File: src/cct_consts.svh
// Constants for the capture/compare timer: offsets, field positions, reset values
`ifndef CCT_CONSTS_SVH
`define CCT_CONSTS_SVH

// ----------------------------------------------------------------------------
// Register offsets
// ----------------------------------------------------------------------------
`define CCT_OFS_MODE     8'h00
`define CCT_OFS_CAPCTRL  8'h04
`define CCT_OFS_PRESC    8'h08
`define CCT_OFS_EDGE     8'h0C
`define CCT_OFS_COUNT    8'h10
`define CCT_OFS_CCA      8'h14
`define CCT_OFS_CCB      8'h18
`define CCT_OFS_STATUS   8'h1C
`define CCT_OFS_MASK     8'h20

// ----------------------------------------------------------------------------
// Field positions
// ----------------------------------------------------------------------------
`define CCT_MODE_LO      2
`define CCT_MODE_HI      3
`define CCT_CC_A_CMP     0
`define CCT_CC_A_REV     1
`define CCT_CC_B_CMP     2
`define CCT_ST_A         0
`define CCT_ST_B         1
`define CCT_ST_OVF       2

// ----------------------------------------------------------------------------
// Reset values
// ----------------------------------------------------------------------------
`define CCT_RST_16       16'h0000
`define CCT_RST_4        4'h0
`define CCT_RST_3        3'h0
`define CCT_RST_2        2'h0

`endif

File: src/cct_pkg.sv
// Types shared by the capture/compare timer modules
package cct_pkg;
  // Edge selection for a trigger pin
  typedef enum logic [1:0] {
    CCT_EDGE_FALL = 2'h0,
    CCT_EDGE_RISE = 2'h1,
    CCT_EDGE_NONE = 2'h2,
    CCT_EDGE_BOTH = 2'h3
  } cct_edge_e;
  typedef enum logic [1:0] {CCT_ST_STOP, CCT_ST_RUN} cct_run_e;
endpackage : cct_pkg

File: src/cct_edge_if.sv
// Interface between an edge detector and the timer core
`timescale 1ns/100ps
interface cct_edge_if;
  logic                 pin_sync;
  logic                 valid_edge;
  cct_pkg::cct_edge_e   sel;
  logic                 enable;
  logic                 first_start;
  modport det  (input sel, input enable, input first_start, input pin_sync, output valid_edge);
  modport core (output sel, output enable, output first_start, output pin_sync, input valid_edge);
endinterface : cct_edge_if

File: src/cct_edge_det.sv
// Trigger pin edge detector with pulse-width qualification on the count clock
`timescale 1ns/100ps
`include "cct_consts.svh"
module cct_edge_det (
  input  wire logic ref_clk,
  input  wire logic rst,
  input  wire logic cnt_tick,
  cct_edge_if.det   eif
);
  logic       prev_ff;
  logic       nxt_prev;
  logic [1:0] stab_ff;
  logic [1:0] nxt_stab;
  logic       lvl_ff;
  logic       nxt_lvl;
  logic       en_d_ff;
  logic       valid_ff;
  wire        rise_w;
  wire        fall_w;
  wire        en_rise_w;
  wire        sel_hit_w;

  // ----------------------------------------------------------------------------
  // Filter: level must hold for two count ticks to be accepted
  // ----------------------------------------------------------------------------
  assign nxt_prev = eif.pin_sync;
  assign nxt_stab = (eif.pin_sync != prev_ff) ? 2'h0 :
                    (cnt_tick && stab_ff != 2'h2) ? stab_ff + 2'h1 : stab_ff;
  assign nxt_lvl  = (stab_ff == 2'h2) ? prev_ff : lvl_ff;
  assign rise_w   = nxt_lvl & ~lvl_ff;
  assign fall_w   = ~nxt_lvl & lvl_ff;
  assign en_rise_w = eif.enable & ~en_d_ff & eif.first_start & eif.pin_sync;
  assign sel_hit_w = (eif.sel == cct_pkg::CCT_EDGE_RISE && (rise_w || en_rise_w)) ||
                     (eif.sel == cct_pkg::CCT_EDGE_FALL && fall_w) ||
                     (eif.sel == cct_pkg::CCT_EDGE_BOTH && (rise_w || fall_w || en_rise_w));
  assign eif.valid_edge = valid_ff;

  always_ff @(posedge ref_clk) begin
    if (rst) begin
      prev_ff  <= 1'b0;
      stab_ff  <= `CCT_RST_2;
      lvl_ff   <= 1'b0;
      en_d_ff  <= 1'b0;
      valid_ff <= 1'b0;
    end else begin
      prev_ff  <= nxt_prev;
      stab_ff  <= nxt_stab;
      lvl_ff   <= eif.enable ? nxt_lvl : eif.pin_sync;
      en_d_ff  <= eif.enable;
      valid_ff <= eif.enable & sel_hit_w;
    end
  end
endmodule : cct_edge_det

File: src/cct_timer.sv
// 16-bit timer counting prescaled clocks, with two capture/compare registers
//
// The placing of the registers and the plain strobed port are this design's own decisions.
`timescale 1ns/100ps
`include "cct_consts.svh"
module cct_timer (
  input  wire logic        ref_clk,
  input  wire logic        rst,
  input  wire logic [7:0]  addr,
  input  wire logic [31:0] wdata,
  input  wire logic        wr,
  input  wire logic        rd,
  output logic      [31:0] rdata,
  input  wire logic        trigger_in_a,
  input  wire logic        shared_port_pin_in,
  output logic             shared_port_pin_out,
  output logic             shared_port_pin_oe,
  output logic             irq
);
  // ----------------------------------------------------------------------------
  // Registers
  // ----------------------------------------------------------------------------
  logic [3:0]  timer_mode_ctrl_ff;
  logic [3:0]  capcmp_ctrl_ff;
  logic [2:0]  prescaler_sel_ff;
  logic [3:0]  edge_sel_ff;
  logic [15:0] counter_value_ff;
  logic [15:0] capcmp_a_ff;
  logic [15:0] capcmp_b_ff;
  logic [2:0]  status_ff;
  logic [2:0]  mask_ff;
  logic [31:0] rdata_ff;
  logic        irq_ff;
  logic        out_ff;
  logic        out_oe_ff;
  logic        started_ff;
  logic [7:0]  div_ff;
  logic [1:0]  sync_a_ff;
  logic [1:0]  sync_b_ff;

  // Software-selected function of the shared pin: 1 = timer output
  wire         pin_is_out_w;
  wire         run_w;
  wire         cnt_tick_w;
  wire [7:0]   nxt_div;
  wire [15:0]  nxt_counter_value;
  wire         wr_mode_w;
  wire         wr_capctrl_w;
  wire         wr_presc_w;
  wire         wr_edge_w;
  wire         wr_cca_w;
  wire         wr_ccb_w;
  wire         wr_status_w;
  wire         wr_mask_w;
  wire         a_cmp_w;
  wire         a_rev_w;
  wire         b_cmp_w;
  wire         edge_a_w;
  wire         edge_b_w;
  wire         cap_a_w;
  wire         cap_b_w;
  wire         match_a_w;
  wire         match_b_w;
  wire         ovf_w;
  wire [2:0]   ev_w;
  wire [2:0]   nxt_status;
  wire [31:0]  nxt_rdata;
  wire         nxt_out;

  cct_edge_if eif_a ();
  cct_edge_if eif_b ();

  // ----------------------------------------------------------------------------
  // Decode
  // ----------------------------------------------------------------------------
  assign wr_mode_w    = wr && addr == `CCT_OFS_MODE;
  assign wr_capctrl_w = wr && addr == `CCT_OFS_CAPCTRL;
  assign wr_presc_w   = wr && addr == `CCT_OFS_PRESC;
  assign wr_edge_w    = wr && addr == `CCT_OFS_EDGE;
  assign wr_cca_w     = wr && addr == `CCT_OFS_CCA;
  assign wr_ccb_w     = wr && addr == `CCT_OFS_CCB;
  assign wr_status_w  = wr && addr == `CCT_OFS_STATUS;
  assign wr_mask_w    = wr && addr == `CCT_OFS_MASK;

  assign run_w = timer_mode_ctrl_ff[`CCT_MODE_HI:`CCT_MODE_LO] != 2'h0;
  assign pin_is_out_w = timer_mode_ctrl_ff[0];
  assign a_cmp_w = capcmp_ctrl_ff[`CCT_CC_A_CMP];
  assign a_rev_w = capcmp_ctrl_ff[`CCT_CC_A_REV];
  assign b_cmp_w = capcmp_ctrl_ff[`CCT_CC_B_CMP];

  // ----------------------------------------------------------------------------
  // Prescaler: count tick every 2^sel clocks
  // ----------------------------------------------------------------------------
  assign nxt_div    = run_w ? div_ff + 8'h01 : 8'h00;
  assign cnt_tick_w = run_w && ((div_ff & ((8'h01 << prescaler_sel_ff) - 8'h01)) == 8'h00);
  assign nxt_counter_value = cnt_tick_w ? counter_value_ff + 16'h0001 : counter_value_ff;
  assign ovf_w = cnt_tick_w && counter_value_ff == 16'hFFFF;

  // ----------------------------------------------------------------------------
  // Trigger edges
  // ----------------------------------------------------------------------------
  assign eif_a.pin_sync    = sync_a_ff[1];
  assign eif_a.sel         = cct_pkg::cct_edge_e'(edge_sel_ff[1:0]);
  assign eif_a.enable      = run_w;
  assign eif_a.first_start = ~started_ff;
  assign eif_b.pin_sync    = sync_b_ff[1] & ~pin_is_out_w;
  assign eif_b.sel         = cct_pkg::cct_edge_e'(edge_sel_ff[3:2]);
  assign eif_b.enable      = run_w & ~pin_is_out_w;
  assign eif_b.first_start = ~started_ff;

  cct_edge_det u_det_a (.ref_clk(ref_clk), .rst(rst), .cnt_tick(cnt_tick_w), .eif(eif_a));
  cct_edge_det u_det_b (.ref_clk(ref_clk), .rst(rst), .cnt_tick(cnt_tick_w), .eif(eif_b));

  assign edge_a_w = eif_a.valid_edge;
  assign edge_b_w = eif_b.valid_edge;
  // compare mode ignores triggers; reverse phase captures A from pin a
  assign cap_a_w  = run_w && !a_cmp_w && (a_rev_w ? edge_a_w : edge_b_w);
  // compare mode ignores triggers; only pin edges capture into B
  assign cap_b_w  = run_w && !b_cmp_w && edge_a_w && !a_rev_w;
  assign match_a_w = cnt_tick_w && a_cmp_w && nxt_counter_value == capcmp_a_ff;
  assign match_b_w = cnt_tick_w && b_cmp_w && nxt_counter_value == capcmp_b_ff;

  // ----------------------------------------------------------------------------
  // Events and interrupt
  // ----------------------------------------------------------------------------
  // reverse phase: irq from pin b edge, none from capture
  assign ev_w[`CCT_ST_A]   = a_rev_w ? (run_w && !a_cmp_w && edge_b_w) : (cap_a_w || match_a_w);
  assign ev_w[`CCT_ST_B]   = cap_b_w || match_b_w;
  assign ev_w[`CCT_ST_OVF] = ovf_w;
  // Set wins over write-one-clear
  assign nxt_status = (status_ff & ~(wr_status_w ? wdata[2:0] : 3'h0)) | ev_w;
  assign nxt_out    = match_a_w ? ~out_ff : out_ff;

  assign nxt_rdata =
    (addr == `CCT_OFS_MODE)    ? {28'h0000000, timer_mode_ctrl_ff} :
    (addr == `CCT_OFS_CAPCTRL) ? {28'h0000000, capcmp_ctrl_ff} :
    (addr == `CCT_OFS_PRESC)   ? {29'h0000000, prescaler_sel_ff} :
    (addr == `CCT_OFS_EDGE)    ? {28'h0000000, edge_sel_ff} :
    (addr == `CCT_OFS_COUNT)   ? {16'h0000, counter_value_ff} :
    (addr == `CCT_OFS_CCA)     ? {16'h0000, capcmp_a_ff} :
    (addr == `CCT_OFS_CCB)     ? {16'h0000, capcmp_b_ff} :
    (addr == `CCT_OFS_STATUS)  ? {29'h0000000, status_ff} :
    (addr == `CCT_OFS_MASK)    ? {29'h0000000, mask_ff} : 32'h00000000;

  // ----------------------------------------------------------------------------
  // Control registers
  // ----------------------------------------------------------------------------
  always_ff @(posedge ref_clk) begin
    if (rst) begin
      timer_mode_ctrl_ff <= `CCT_RST_4;
      capcmp_ctrl_ff     <= `CCT_RST_4;
      prescaler_sel_ff   <= `CCT_RST_3;
      edge_sel_ff        <= `CCT_RST_4;
      mask_ff            <= `CCT_RST_3;
      status_ff          <= `CCT_RST_3;
      started_ff         <= 1'b0;
      sync_a_ff          <= `CCT_RST_2;
      sync_b_ff          <= `CCT_RST_2;
      div_ff             <= 8'h00;
    end else begin
      if (wr_mode_w) timer_mode_ctrl_ff <= wdata[3:0];
      if (wr_capctrl_w) capcmp_ctrl_ff <= wdata[3:0];
      if (wr_presc_w) prescaler_sel_ff <= wdata[2:0];
      if (wr_edge_w) edge_sel_ff <= wdata[3:0];
      if (wr_mask_w) mask_ff <= wdata[2:0];
      status_ff  <= nxt_status;
      started_ff <= started_ff | run_w;
      sync_a_ff  <= {sync_a_ff[0], trigger_in_a};
      sync_b_ff  <= {sync_b_ff[0], shared_port_pin_in};
      div_ff     <= nxt_div;
    end
  end

  // ----------------------------------------------------------------------------
  // Counter and capture/compare data
  // ----------------------------------------------------------------------------
  always_ff @(posedge ref_clk) begin
    if (rst) begin
      counter_value_ff <= `CCT_RST_16;
      capcmp_a_ff      <= `CCT_RST_16;
      capcmp_b_ff      <= `CCT_RST_16;
    end else begin
      counter_value_ff <= run_w ? nxt_counter_value : `CCT_RST_16;
      // a capture in the stop cycle stores the live count; stop keeps data
      if (cap_a_w) capcmp_a_ff <= counter_value_ff;
      else if (wr_cca_w) capcmp_a_ff <= wdata[15:0];
      if (cap_b_w) capcmp_b_ff <= counter_value_ff;
      else if (wr_ccb_w) capcmp_b_ff <= wdata[15:0];
    end
  end

  // ----------------------------------------------------------------------------
  // Outputs
  // ----------------------------------------------------------------------------
  always_ff @(posedge ref_clk) begin
    if (rst) begin
      rdata_ff  <= 32'h00000000;
      irq_ff    <= 1'b0;
      out_ff    <= 1'b0;
      out_oe_ff <= 1'b0;
    end else begin
      rdata_ff  <= rd ? nxt_rdata : 32'h00000000;
      irq_ff    <= |(nxt_status & mask_ff);
      out_ff    <= run_w ? nxt_out : 1'b0;
      out_oe_ff <= pin_is_out_w;
    end
  end

  assign rdata               = rdata_ff;
  assign irq                 = irq_ff;
  assign shared_port_pin_out = out_ff;
  assign shared_port_pin_oe  = out_oe_ff;
endmodule : cct_timer

File: config.mk
export PLATFORM = sky130hd
export DESIGN_NAME = cct_timer
export DESIGN_NICKNAME = d
export VERILOG_FILES = /design/src/cct_pkg.sv /design/src/cct_edge_if.sv /design/src/cct_edge_det.sv /design/src/cct_timer.sv
export VERILOG_INCLUDE_DIRS = /design/src /design/src/src
export SDC_FILE = /design/constraint.sdc
export NUM_CORES = 1
export LEC_CHECK = 0
export BUFFER_PORTS_ARGS = -buffer_cell sky130_fd_sc_hd__buf_2
export CORE_MARGIN = 4
export CORE_UTILIZATION = 50
export CTS_BUF_LIST = sky130_fd_sc_hd__clkbuf_8
export DETAILED_ROUTE_END_ITERATION = 12
export GPL_TIMING_DRIVEN = 0
export PLACE_DENSITY = 0.66
export SYNTH_ARGS = -nofsm -noshare
export SYNTH_HDL_FRONTEND = slang
export SYNTH_HIERARCHICAL = 1
export SYNTH_SLANG_ARGS = --single-unit
export TNS_END_PERCENT = 100
File: constraint.sdc
create_clock -name ref_clk -period 5.71 [get_ports ref_clk]
set_input_delay 1.142 -clock ref_clk [delete_from_list [all_inputs] [get_ports ref_clk]]
set_output_delay 1.142 -clock ref_clk [all_outputs]
set_load 0.1 [all_outputs]
==> insert_results.sql, run 1 <==
INSERT INTO impl_metrics (metric_group, metric, value, unit) VALUES
('run_status', 'status', 'finished, final reports clean', ''),
('synth', 'seq_area_frac_synth', '0.3349', ''),
('routing', 'routed_via_density', '6.363', ''),
('sta', 'clock-skew-final', '0.01278', 'ns'),
('cts', 'worst_setup_hold_path_clk_slew', '0.10', 'ns'),
('worst_setup_path', 'critical_path_required', '6.04', 'ns'),
('worst_setup_path', 'worst_setup_path_start_kind', 'flop', ''),
('flow_run', 'maxCapViolCount', '0', ''),
('synth', 'largest_family_of_logic_cells_by_synthesized_area', 'simple AND/OR/NAND/NOR gates', ''),
('layout', 'layout.nets', '913', ''),
('cts', 'tritoncts', 'yes', ''),
('cts', 'master_cell_of_the_clock_root_buffer', 'sky130_fd_sc_hd__clkbuf_8', ''),
('cts', 'cts_num_sinks', '112', ''),
('synth', 'yosys_warn_count', '6', ''),
('sta', 'final-setup-viol-count', '0', ''),
('routing', 'antenna_left', '0', ''),
('place', 'placed_cells', '1024', ''),
('die', 'die_w', '123.7', 'µm'),
('die', 'dieHeight', '123.7', 'µm'),
('grt', 'grt_antenna_before_repair', '0', ''),
('synth', 'number_of_flops_mapped_to_enable_cells_by_yosys', '0', ''),
('sta', 'min_period_over_period', '0.5979', ''),
('sta', 'worstMarginPinSlew', '1.009', 'ns'),
('routing', 'dr_vias', '6617', ''),
('cts', 'clkLatencyLatePin', '0.40', 'ns'),
('grt', 'grt_max_degree', '19', ''),
('power', 'p_leak', '2.749', 'nW'),
('worst_setup_path', 'regToRegSetupSlack', '2.30', 'ns'),
('cts', 'cts_setup_buffers', '0', ''),
('routing', 'avgRoutedWirePerCell', '22.66', 'µm'),
('grt', 'grt_first_pass_wirelength', '35580', 'µm'),
('synth', 'synth_top_cells_by_area', 'sky130_fd_sc_hd__dfxtp_1 33%, sky130_fd_sc_hd__mux2i_1 7.3%, sky130_fd_sc_hd__nor2_1 6.4%', ''),
('die', 'num_io_pins', '81', ''),
('worst_setup_path', 'cp_max_fo', '7', ''),
('layout', 'layout-drive-gt1-share', '0.1458', ''),
('routing', 'drt_first_pass_iters', '6', ''),
('cts', 'cts_resized', '0', ''),
('grt', 'grt_remaining_overflow', '0', ''),
('min_path', 'hold_class', 'reg -> reg', ''),
('synth', 'synth_seq_cells', '112', ''),
('layout', 'antenna_cells_inserted', '0', ''),
('worst_setup_path', 'timing.rr.start', 'counter_value_ff[1]', ''),
('synth', 'compound_cell_area_share_of_the_yosys_netlist', '0.2087', ''),
('sta', 'finalMaxSlewViolations', '0', ''),
('synth', 'postSynth.asyncResetShare', '0', ''),
('grt', 'groute.usage.overall', '0.3087', ''),
('routing', 'drc', '0', ''),
('sta', 'hold_violations', '0', ''),
('cts', 'cts_inserted_buffers', '9', ''),
('place', 'pre_cts_slack', '2.051', 'ns'),
('synth', 'synth_xor_xnor_area_share', '0.04242', ''),
('layout', 'mostFrequentLayoutCells', '115 x sky130_fd_sc_hd__nor2_1, 112 x sky130_fd_sc_hd__dfxtp_1, 54 x sky130_fd_sc_hd__buf_2', ''),
('routing', 'drt_iter0_drc', '716', ''),
('synth', 'synth.avg_cell_area', '8.486', 'µm²'),
('sta', 'min_period', '3.414', 'ns'),
('min_path', 'min_from', 'sync_a_ff[0]', ''),
('power', 'power.density', '185.6', 'mW/mm²'),
('synth', 'yosys.cell_types.count', '93', ''),
('synth', 'synth.largest_area_cell', 'sky130_fd_sc_hd__dfxtp_1', ''),
('min_path', 'min_delay_path_depth', '1', ''),
('sta', 'slew_headroom', '0.3220', ''),
('worst_setup_path', 'worst_r2r_path_depth', '9', ''),
('die', 'fp.dieArea', '0.01531', 'mm²'),
('die', 'core-area', '0.01319', 'mm²'),
('cts', 'cts_max_level', '3', ''),
('sta', 'rsz0062_at_grt', 'no', ''),
('power', 'irDropWorstVdd', '0.1515', 'mV'),
('synth', 'synth-adder-area-share', '0.01663', ''),
('synth', 'syn-cell-area', '0.006695', 'mm²'),
('sta', 'max_freq', '292.9', 'MHz'),
('cts', 'cts-root-to-sink-buffers', '2', '');
[worst max path at each step]
| stage | start | endpoint | slack, ns | cells past startpoint |
|---|---|---|---|---|
| 2_1_floorplan | addr[5] | capcmp_a_ff[10] | 2.74 | 6 |
| 3_3_place_gp | addr[5] | capcmp_a_ff[5] | 2.12 | 7 |
| 3_5_place_dp | addr[5] | capcmp_a_ff[14] | 2.05 | 7 |
| 4_1_cts | counter_value_ff[1] | status_ff[0] | 2.47 | 9 |
| 5_1_grt | counter_value_ff[1] | status_ff[0] | 2.19 | 9 |
| 6_report | counter_value_ff[1] | status_ff[0] | 2.30 | 9 |
[critical path, stage by stage (launching register included)]
cell,delay (ns)
sky130_fd_sc_hd__dfxtp_1,0.54
sky130_fd_sc_hd__ha_1,0.50
sky130_fd_sc_hd__o211ai_1,0.34
sky130_fd_sc_hd__nor3_1,0.24
sky130_fd_sc_hd__and4_1,0.32
sky130_fd_sc_hd__xnor2_1,0.34
sky130_fd_sc_hd__xnor2_1,0.19
sky130_fd_sc_hd__nor4_2,0.52
sky130_fd_sc_hd__nand4b_1,0.19
sky130_fd_sc_hd__a21oi_1,0.18
[synth_stat cells, types with 7 or more instances]
cell type / n
sky130_fd_sc_hd__nor2_1: 115
sky130_fd_sc_hd__dfxtp_1: 112
sky130_fd_sc_hd__mux2i_1: 49
sky130_fd_sc_hd__nand2_1: 46
sky130_fd_sc_hd__a211oi_1: 35
sky130_fd_sc_hd__nand3_1: 34
sky130_fd_sc_hd__a21oi_1: 31
sky130_fd_sc_hd__clkbuf_1: 31
sky130_fd_sc_hd__nor2b_1: 20
sky130_fd_sc_hd__xnor2_1: 19
sky130_fd_sc_hd__buf_4: 17
sky130_fd_sc_hd__inv_1: 17
sky130_fd_sc_hd__nand4_1: 15
sky130_fd_sc_hd__a222oi_1: 14
sky130_fd_sc_hd__nor3_1: 13
sky130_fd_sc_hd__o21ai_0: 13
sky130_fd_sc_hd__nand2b_1: 11
sky130_fd_sc_hd__buf_2: 10
sky130_fd_sc_hd__and3_1: 9
sky130_fd_sc_hd__xor2_1: 9
sky130_fd_sc_hd__and4_1: 8
sky130_fd_sc_hd__ha_1: 8
sky130_fd_sc_hd__nor4_1: 7
sky130_fd_sc_hd__o2111ai_1: 7
sky130_fd_sc_hd__o211ai_1: 7
[area by class of cell]
| type | instances | area, µm² |
|---|---|---|
| buffer | 66 | 339.1 |
| clock buffer | 10 | 137.6 |
| clock inverter | 6 | 43.79 |
| fill | 1260 | 5817 |
| inverter | 19 | 71.32 |
| multi-input combinational | 607 | 4099 |
| sequential | 112 | 2242 |
| tap | 176 | 220.2 |
| timing repair buffer | 44 | 220.2 |
[logic make-up after synthesis]
family                   count (synthesis)
other                                    1
AO/OA/AOI/OAI                          176
flip-flops                             112
adder cells (fa/ha/maj)                  9
buffers and inverters                   85
XOR/XNOR                                30
multiplexers                            51
AND/OR/NAND/NOR                        325
[per-stage QoR]
step	utilization	instance area, µm²	hold slack [ns]	power, mW
6_report	0.5590	7373	0.4638	1.368
4_1_cts	0.5590	7373	0.4622	1.370
3_3_place_gp	0.5452	7192	0.4373	0.9132
2_1_floorplan	-	6751	0.4138	0.8898
5_1_grt	0.5590	7373	0.4672	1.408
3_5_place_dp	0.5452	7192	0.4381	0.9152
[registers in the layout, summed over array words and instances, names as in the netlist, 2 cells and up]
name,flops
timer_mode_ctrl_ff,4
capcmp_ctrl_ff,4
sync_b_ff,2
rdata,16
u_det_a/stab_ff,2
div_ff,7
edge_sel_ff,4
capcmp_b_ff,16
counter_value_ff,16
mask_ff,3
capcmp_a_ff,16
status_ff,3
u_det_b/stab_ff,2
prescaler_sel_ff,3
sync_a_ff,2
[power by group]
part | internal, mW | total (mW) | switching, mW | leakage (nW)
registers | 0.784 | 0.786 | 0.00240 | 0.903
clock network | 0.173 | 0.469 | 0.296 | 0.0916
logic | 0.0280 | 0.113 | 0.0854 | 1.75
[layer usage]
metal | wire length (µm) | vias up | GRT usage
met1 | 9143 | 3143 | 0.3801
met4 | 1245 | 0 | 0.1751
li1 | - | 3014 | -
met5 | 0 | - | 0
met3 | 2047 | 84 | 0.05177
met2 | 11130 | 376 | 0.5100
(Power assumes the default switching activity.)
==> run 2: changes to the inputs <==
==> constraint.sdc (replaced) <==
create_clock -name ref_clk -period 3.15 [get_ports ref_clk]
set_input_delay 0.63 -clock ref_clk [delete_from_list [all_inputs] [get_ports ref_clk]]
set_output_delay 0.63 -clock ref_clk [all_outputs]
set_load 0.1 [all_outputs]
==> insert_results.sql, run 2 (synthesis gave the netlist of run 1 again) <==
INSERT INTO impl_metrics (metric_group, metric, value, unit) VALUES
('worst_setup_path', 'worst_r2r_path_depth', '9', ''),
('power', 'share_of_power_burned_in_the_clock_network', '0.341', ''),
('sta', 'hold_violations', '0', ''),
('die', 'num_io_pins', '81', ''),
('place', 'finalWeightedCongestion', '0.9951', ''),
('layout', 'post_route_insts_no_fill', '1040', ''),
('layout', 'layout.filler_cells', '1265', ''),
('power', 'irDropWorstVdd', '0.2703', 'mV'),
('grt', 'grt_max_degree', '19', ''),
('die', 'fp.dieArea', '0.01531', 'mm²'),
('worst_setup_path', 'critPathKind', 'reg -> reg', ''),
('layout', 'syn2layout_area_growth', '11.01', '%'),
('cts', 'clkLatencyLatePin', '0.40', 'ns'),
('worst_setup_path', 'regToRegSetupSlack', '0.05', 'ns'),
('min_path', 'min_delay_path_depth', '2', ''),
('cts', 'cts_hold_buffers', '0', ''),
('power', 'sequentialPowerShare', '0.576', ''),
('power', 'p_total', '2.474', 'mW'),
('cts', 'cts_max_level', '3', ''),
('worst_setup_path', 'worstSetupEndpointType', 'flop', ''),
('grt', 'grt_antenna_before_repair', '0', ''),
('routing', 'antenna_left', '0', ''),
('sta', 'rsz0062_at_grt', 'yes', ''),
('cts', 'master_cell_of_the_clock_root_buffer', 'sky130_fd_sc_hd__clkbuf_8', ''),
('run_status', 'status', 'finished, final reports clean', ''),
('die', 'die_w', '123.7', 'µm'),
('min_path', 'hold_class', 'in -> reg', ''),
('power', 'p_leak', '2.780', 'nW'),
('power', 'comb_power_share', '0.083', ''),
('worst_setup_path', 'worst_r2r_endpoint', 'status_ff[0]', ''),
('cts', 'tritoncts', 'yes', ''),
('power', 'power.share.switching', '0.2790', ''),
('grt', 'grt_first_pass_wirelength', '35590', 'µm'),
('sta', 'final-setup-viol-count', '0', ''),
('die', 'core-area', '0.01319', 'mm²'),
('worst_setup_path', 'worst_setup_path_start_kind', 'flop', ''),
('routing', 'drt_iter0_drc', '698', ''),
('routing', 'routed_via_density', '6.417', ''),
('place', 'placed_cells', '1024', ''),
('worst_setup_path', 'cp_max_fo', '7', ''),
('die', 'initial_core_utilization', '0.5076', ''),
('worst_setup_path', 'timing.rr.start', 'counter_value_ff[1]', ''),
('place', 'post_dp_hpwl', '18150', 'µm'),
('die', 'dieHeight', '123.7', 'µm'),
('flow_run', 'maxCapViolCount', '0', ''),
('sta', 'finalMaxSlewViolations', '0', ''),
('cts', 'cts_inserted_buffers', '9', ''),
('place', 'placement.io_buffers', '44', ''),
('worst_setup_path', 'critical_path_required', '3.48', 'ns'),
('sta', 'min_period', '3.097', 'ns'),
('worst_setup_path', 'arrival_time_of_data_at_the_critical_path_endpoint', '3.43', 'ns'),
('routing', 'drc', '0', ''),
('place', 'pre_cts_slack', '-0.07617', 'ns'),
('power', 'switching_power', '0.6903', 'mW'),
('layout', 'layout-drive-gt1-share', '0.1563', ''),
('min_path', 'min_from', 'trigger_in_a', ''),
('routing', 'drt_first_pass_iters', '5', ''),
('routing', 'dr_vias', '6674', ''),
('grt', 'groute.usage.overall', '0.3089', ''),
('sta', 'min_period_over_period', '0.9832', ''),
('sta', 'clock-skew-final', '0.01148', 'ns'),
('routing', 'avgRoutedWirePerCell', '22.80', 'µm'),
('grt', 'grt_pass1_vias', '6272', ''),
('layout', 'finish.utilization', '0.5635', ''),
('grt', 'grt_remaining_overflow', '0', ''),
('die', 'placement_rows', '42', ''),
('min_path', 'hold_end', 'sync_a_ff[0]', ''),
('sta', 'slew_headroom', '0.3329', ''),
('sta', 'fin_ws', '0.05283', 'ns'),
('cts', 'cts-root-to-sink-buffers', '2', ''),
('layout', 'layout.nets', '913', ''),
('layout', 'mostFrequentLayoutCells', '115 x sky130_fd_sc_hd__nor2_1, 112 x sky130_fd_sc_hd__dfxtp_1, 54 x sky130_fd_sc_hd__buf_2', ''),
('routing', 'wl', '23710', 'µm'),
('sta', 'max_freq', '322.9', 'MHz'),
('power', 'intPower', '1.784', 'mW'),
('cts', 'cts_num_sinks', '112', ''),
('power', 'power.density', '332.9', 'mW/mm²'),
('cts', 'worst_setup_hold_path_clk_slew', '0.10', 'ns'),
('layout', 'antenna_cells_inserted', '0', ''),
('layout', 'mostFrequentLayoutCell', 'sky130_fd_sc_hd__nor2_1', ''),
('sta', 'worstMarginPinSlew', '0.9930', 'ns');
==> run 2: stage by stage <==
step	cell area (µm²)	setup TNS, ns	hold slack [ns]
final	7432	0	0.4449
after global routing	7432	-0.06438	0.4672
after CTS	7385	0	0.4427
after detailed placement	7192	-0.1544	0.4381
after global placement	7192	-0.04059	0.4373
after floorplan	6751	0	0.4138
==> run 2: per-layer routing <==
metal,part of all wire,vias up,track usage
li1,-,3002,-
met4,0.055,0,0.1716
met1,0.38,3180,0.3790
met2,0.47,404,0.5137
met5,0,-,0
met3,0.089,88,0.05177
==> run 2: timing repair <==
action | in CTS | in global routing
resized for setup | 4 | 10
endpoints found under the setup margin | 3 | 4
setup buffers | 0 | 0
==> run 2: cell type report <==
| type | count | area [µm²] | share of cell area |
|---|---|---|---|
| multi-input cells | 607 | 4150 | 0.5584 |
| repair buffers | 44 | 220.2 | 0.02963 |
| well taps | 176 | 220.2 | 0.02963 |
| flip-flops and latches | 112 | 2242 | 0.3017 |
| clock inverters | 6 | 43.79 | 0.005892 |
| clock buffers | 10 | 137.6 | 0.01852 |
| inverters | 19 | 75.07 | 0.01010 |
| plain buffers | 66 | 342.8 | 0.04613 |
==> run 2: worst max-delay path by stage <==
stage                                    from               to  slack [ns]  depth (start not counted)
after global routing      counter_value_ff[1]     status_ff[0]       -0.05                          9
after CTS                 counter_value_ff[5]     status_ff[0]       0.005                          9
after floorplan                       addr[5]  capcmp_a_ff[10]        0.69                          6
final                     counter_value_ff[1]     status_ff[0]        0.05                          9
after detailed placement  counter_value_ff[1]     status_ff[0]       -0.08                          9
after global placement    counter_value_ff[3]     status_ff[1]       -0.02                          8
==> run 2: critical path, stage by stage, from the launching register on <==
cell	delay (ns)
sky130_fd_sc_hd__dfxtp_1	0.54
sky130_fd_sc_hd__ha_2	0.40
sky130_fd_sc_hd__o211ai_1	0.29
sky130_fd_sc_hd__a211oi_1	0.36
sky130_fd_sc_hd__nand3_1	0.23
sky130_fd_sc_hd__a32oi_1	0.24
sky130_fd_sc_hd__o311ai_0	0.24
sky130_fd_sc_hd__nor4_4	0.38
sky130_fd_sc_hd__nand4b_1	0.17
sky130_fd_sc_hd__a21oi_1	0.17
==> run 2: power by group through the flow <==
stage | clock, mW | sequential, mW | combinational (mW)
floorplan | 0 | 1.46 | 0.157
global placement | 0 | 1.46 | 0.198
detailed placement | 0 | 1.46 | 0.202
CTS | 0.857 | 1.42 | 0.202
global route | 0.909 | 1.43 | 0.217
finish | 0.844 | 1.42 | 0.206
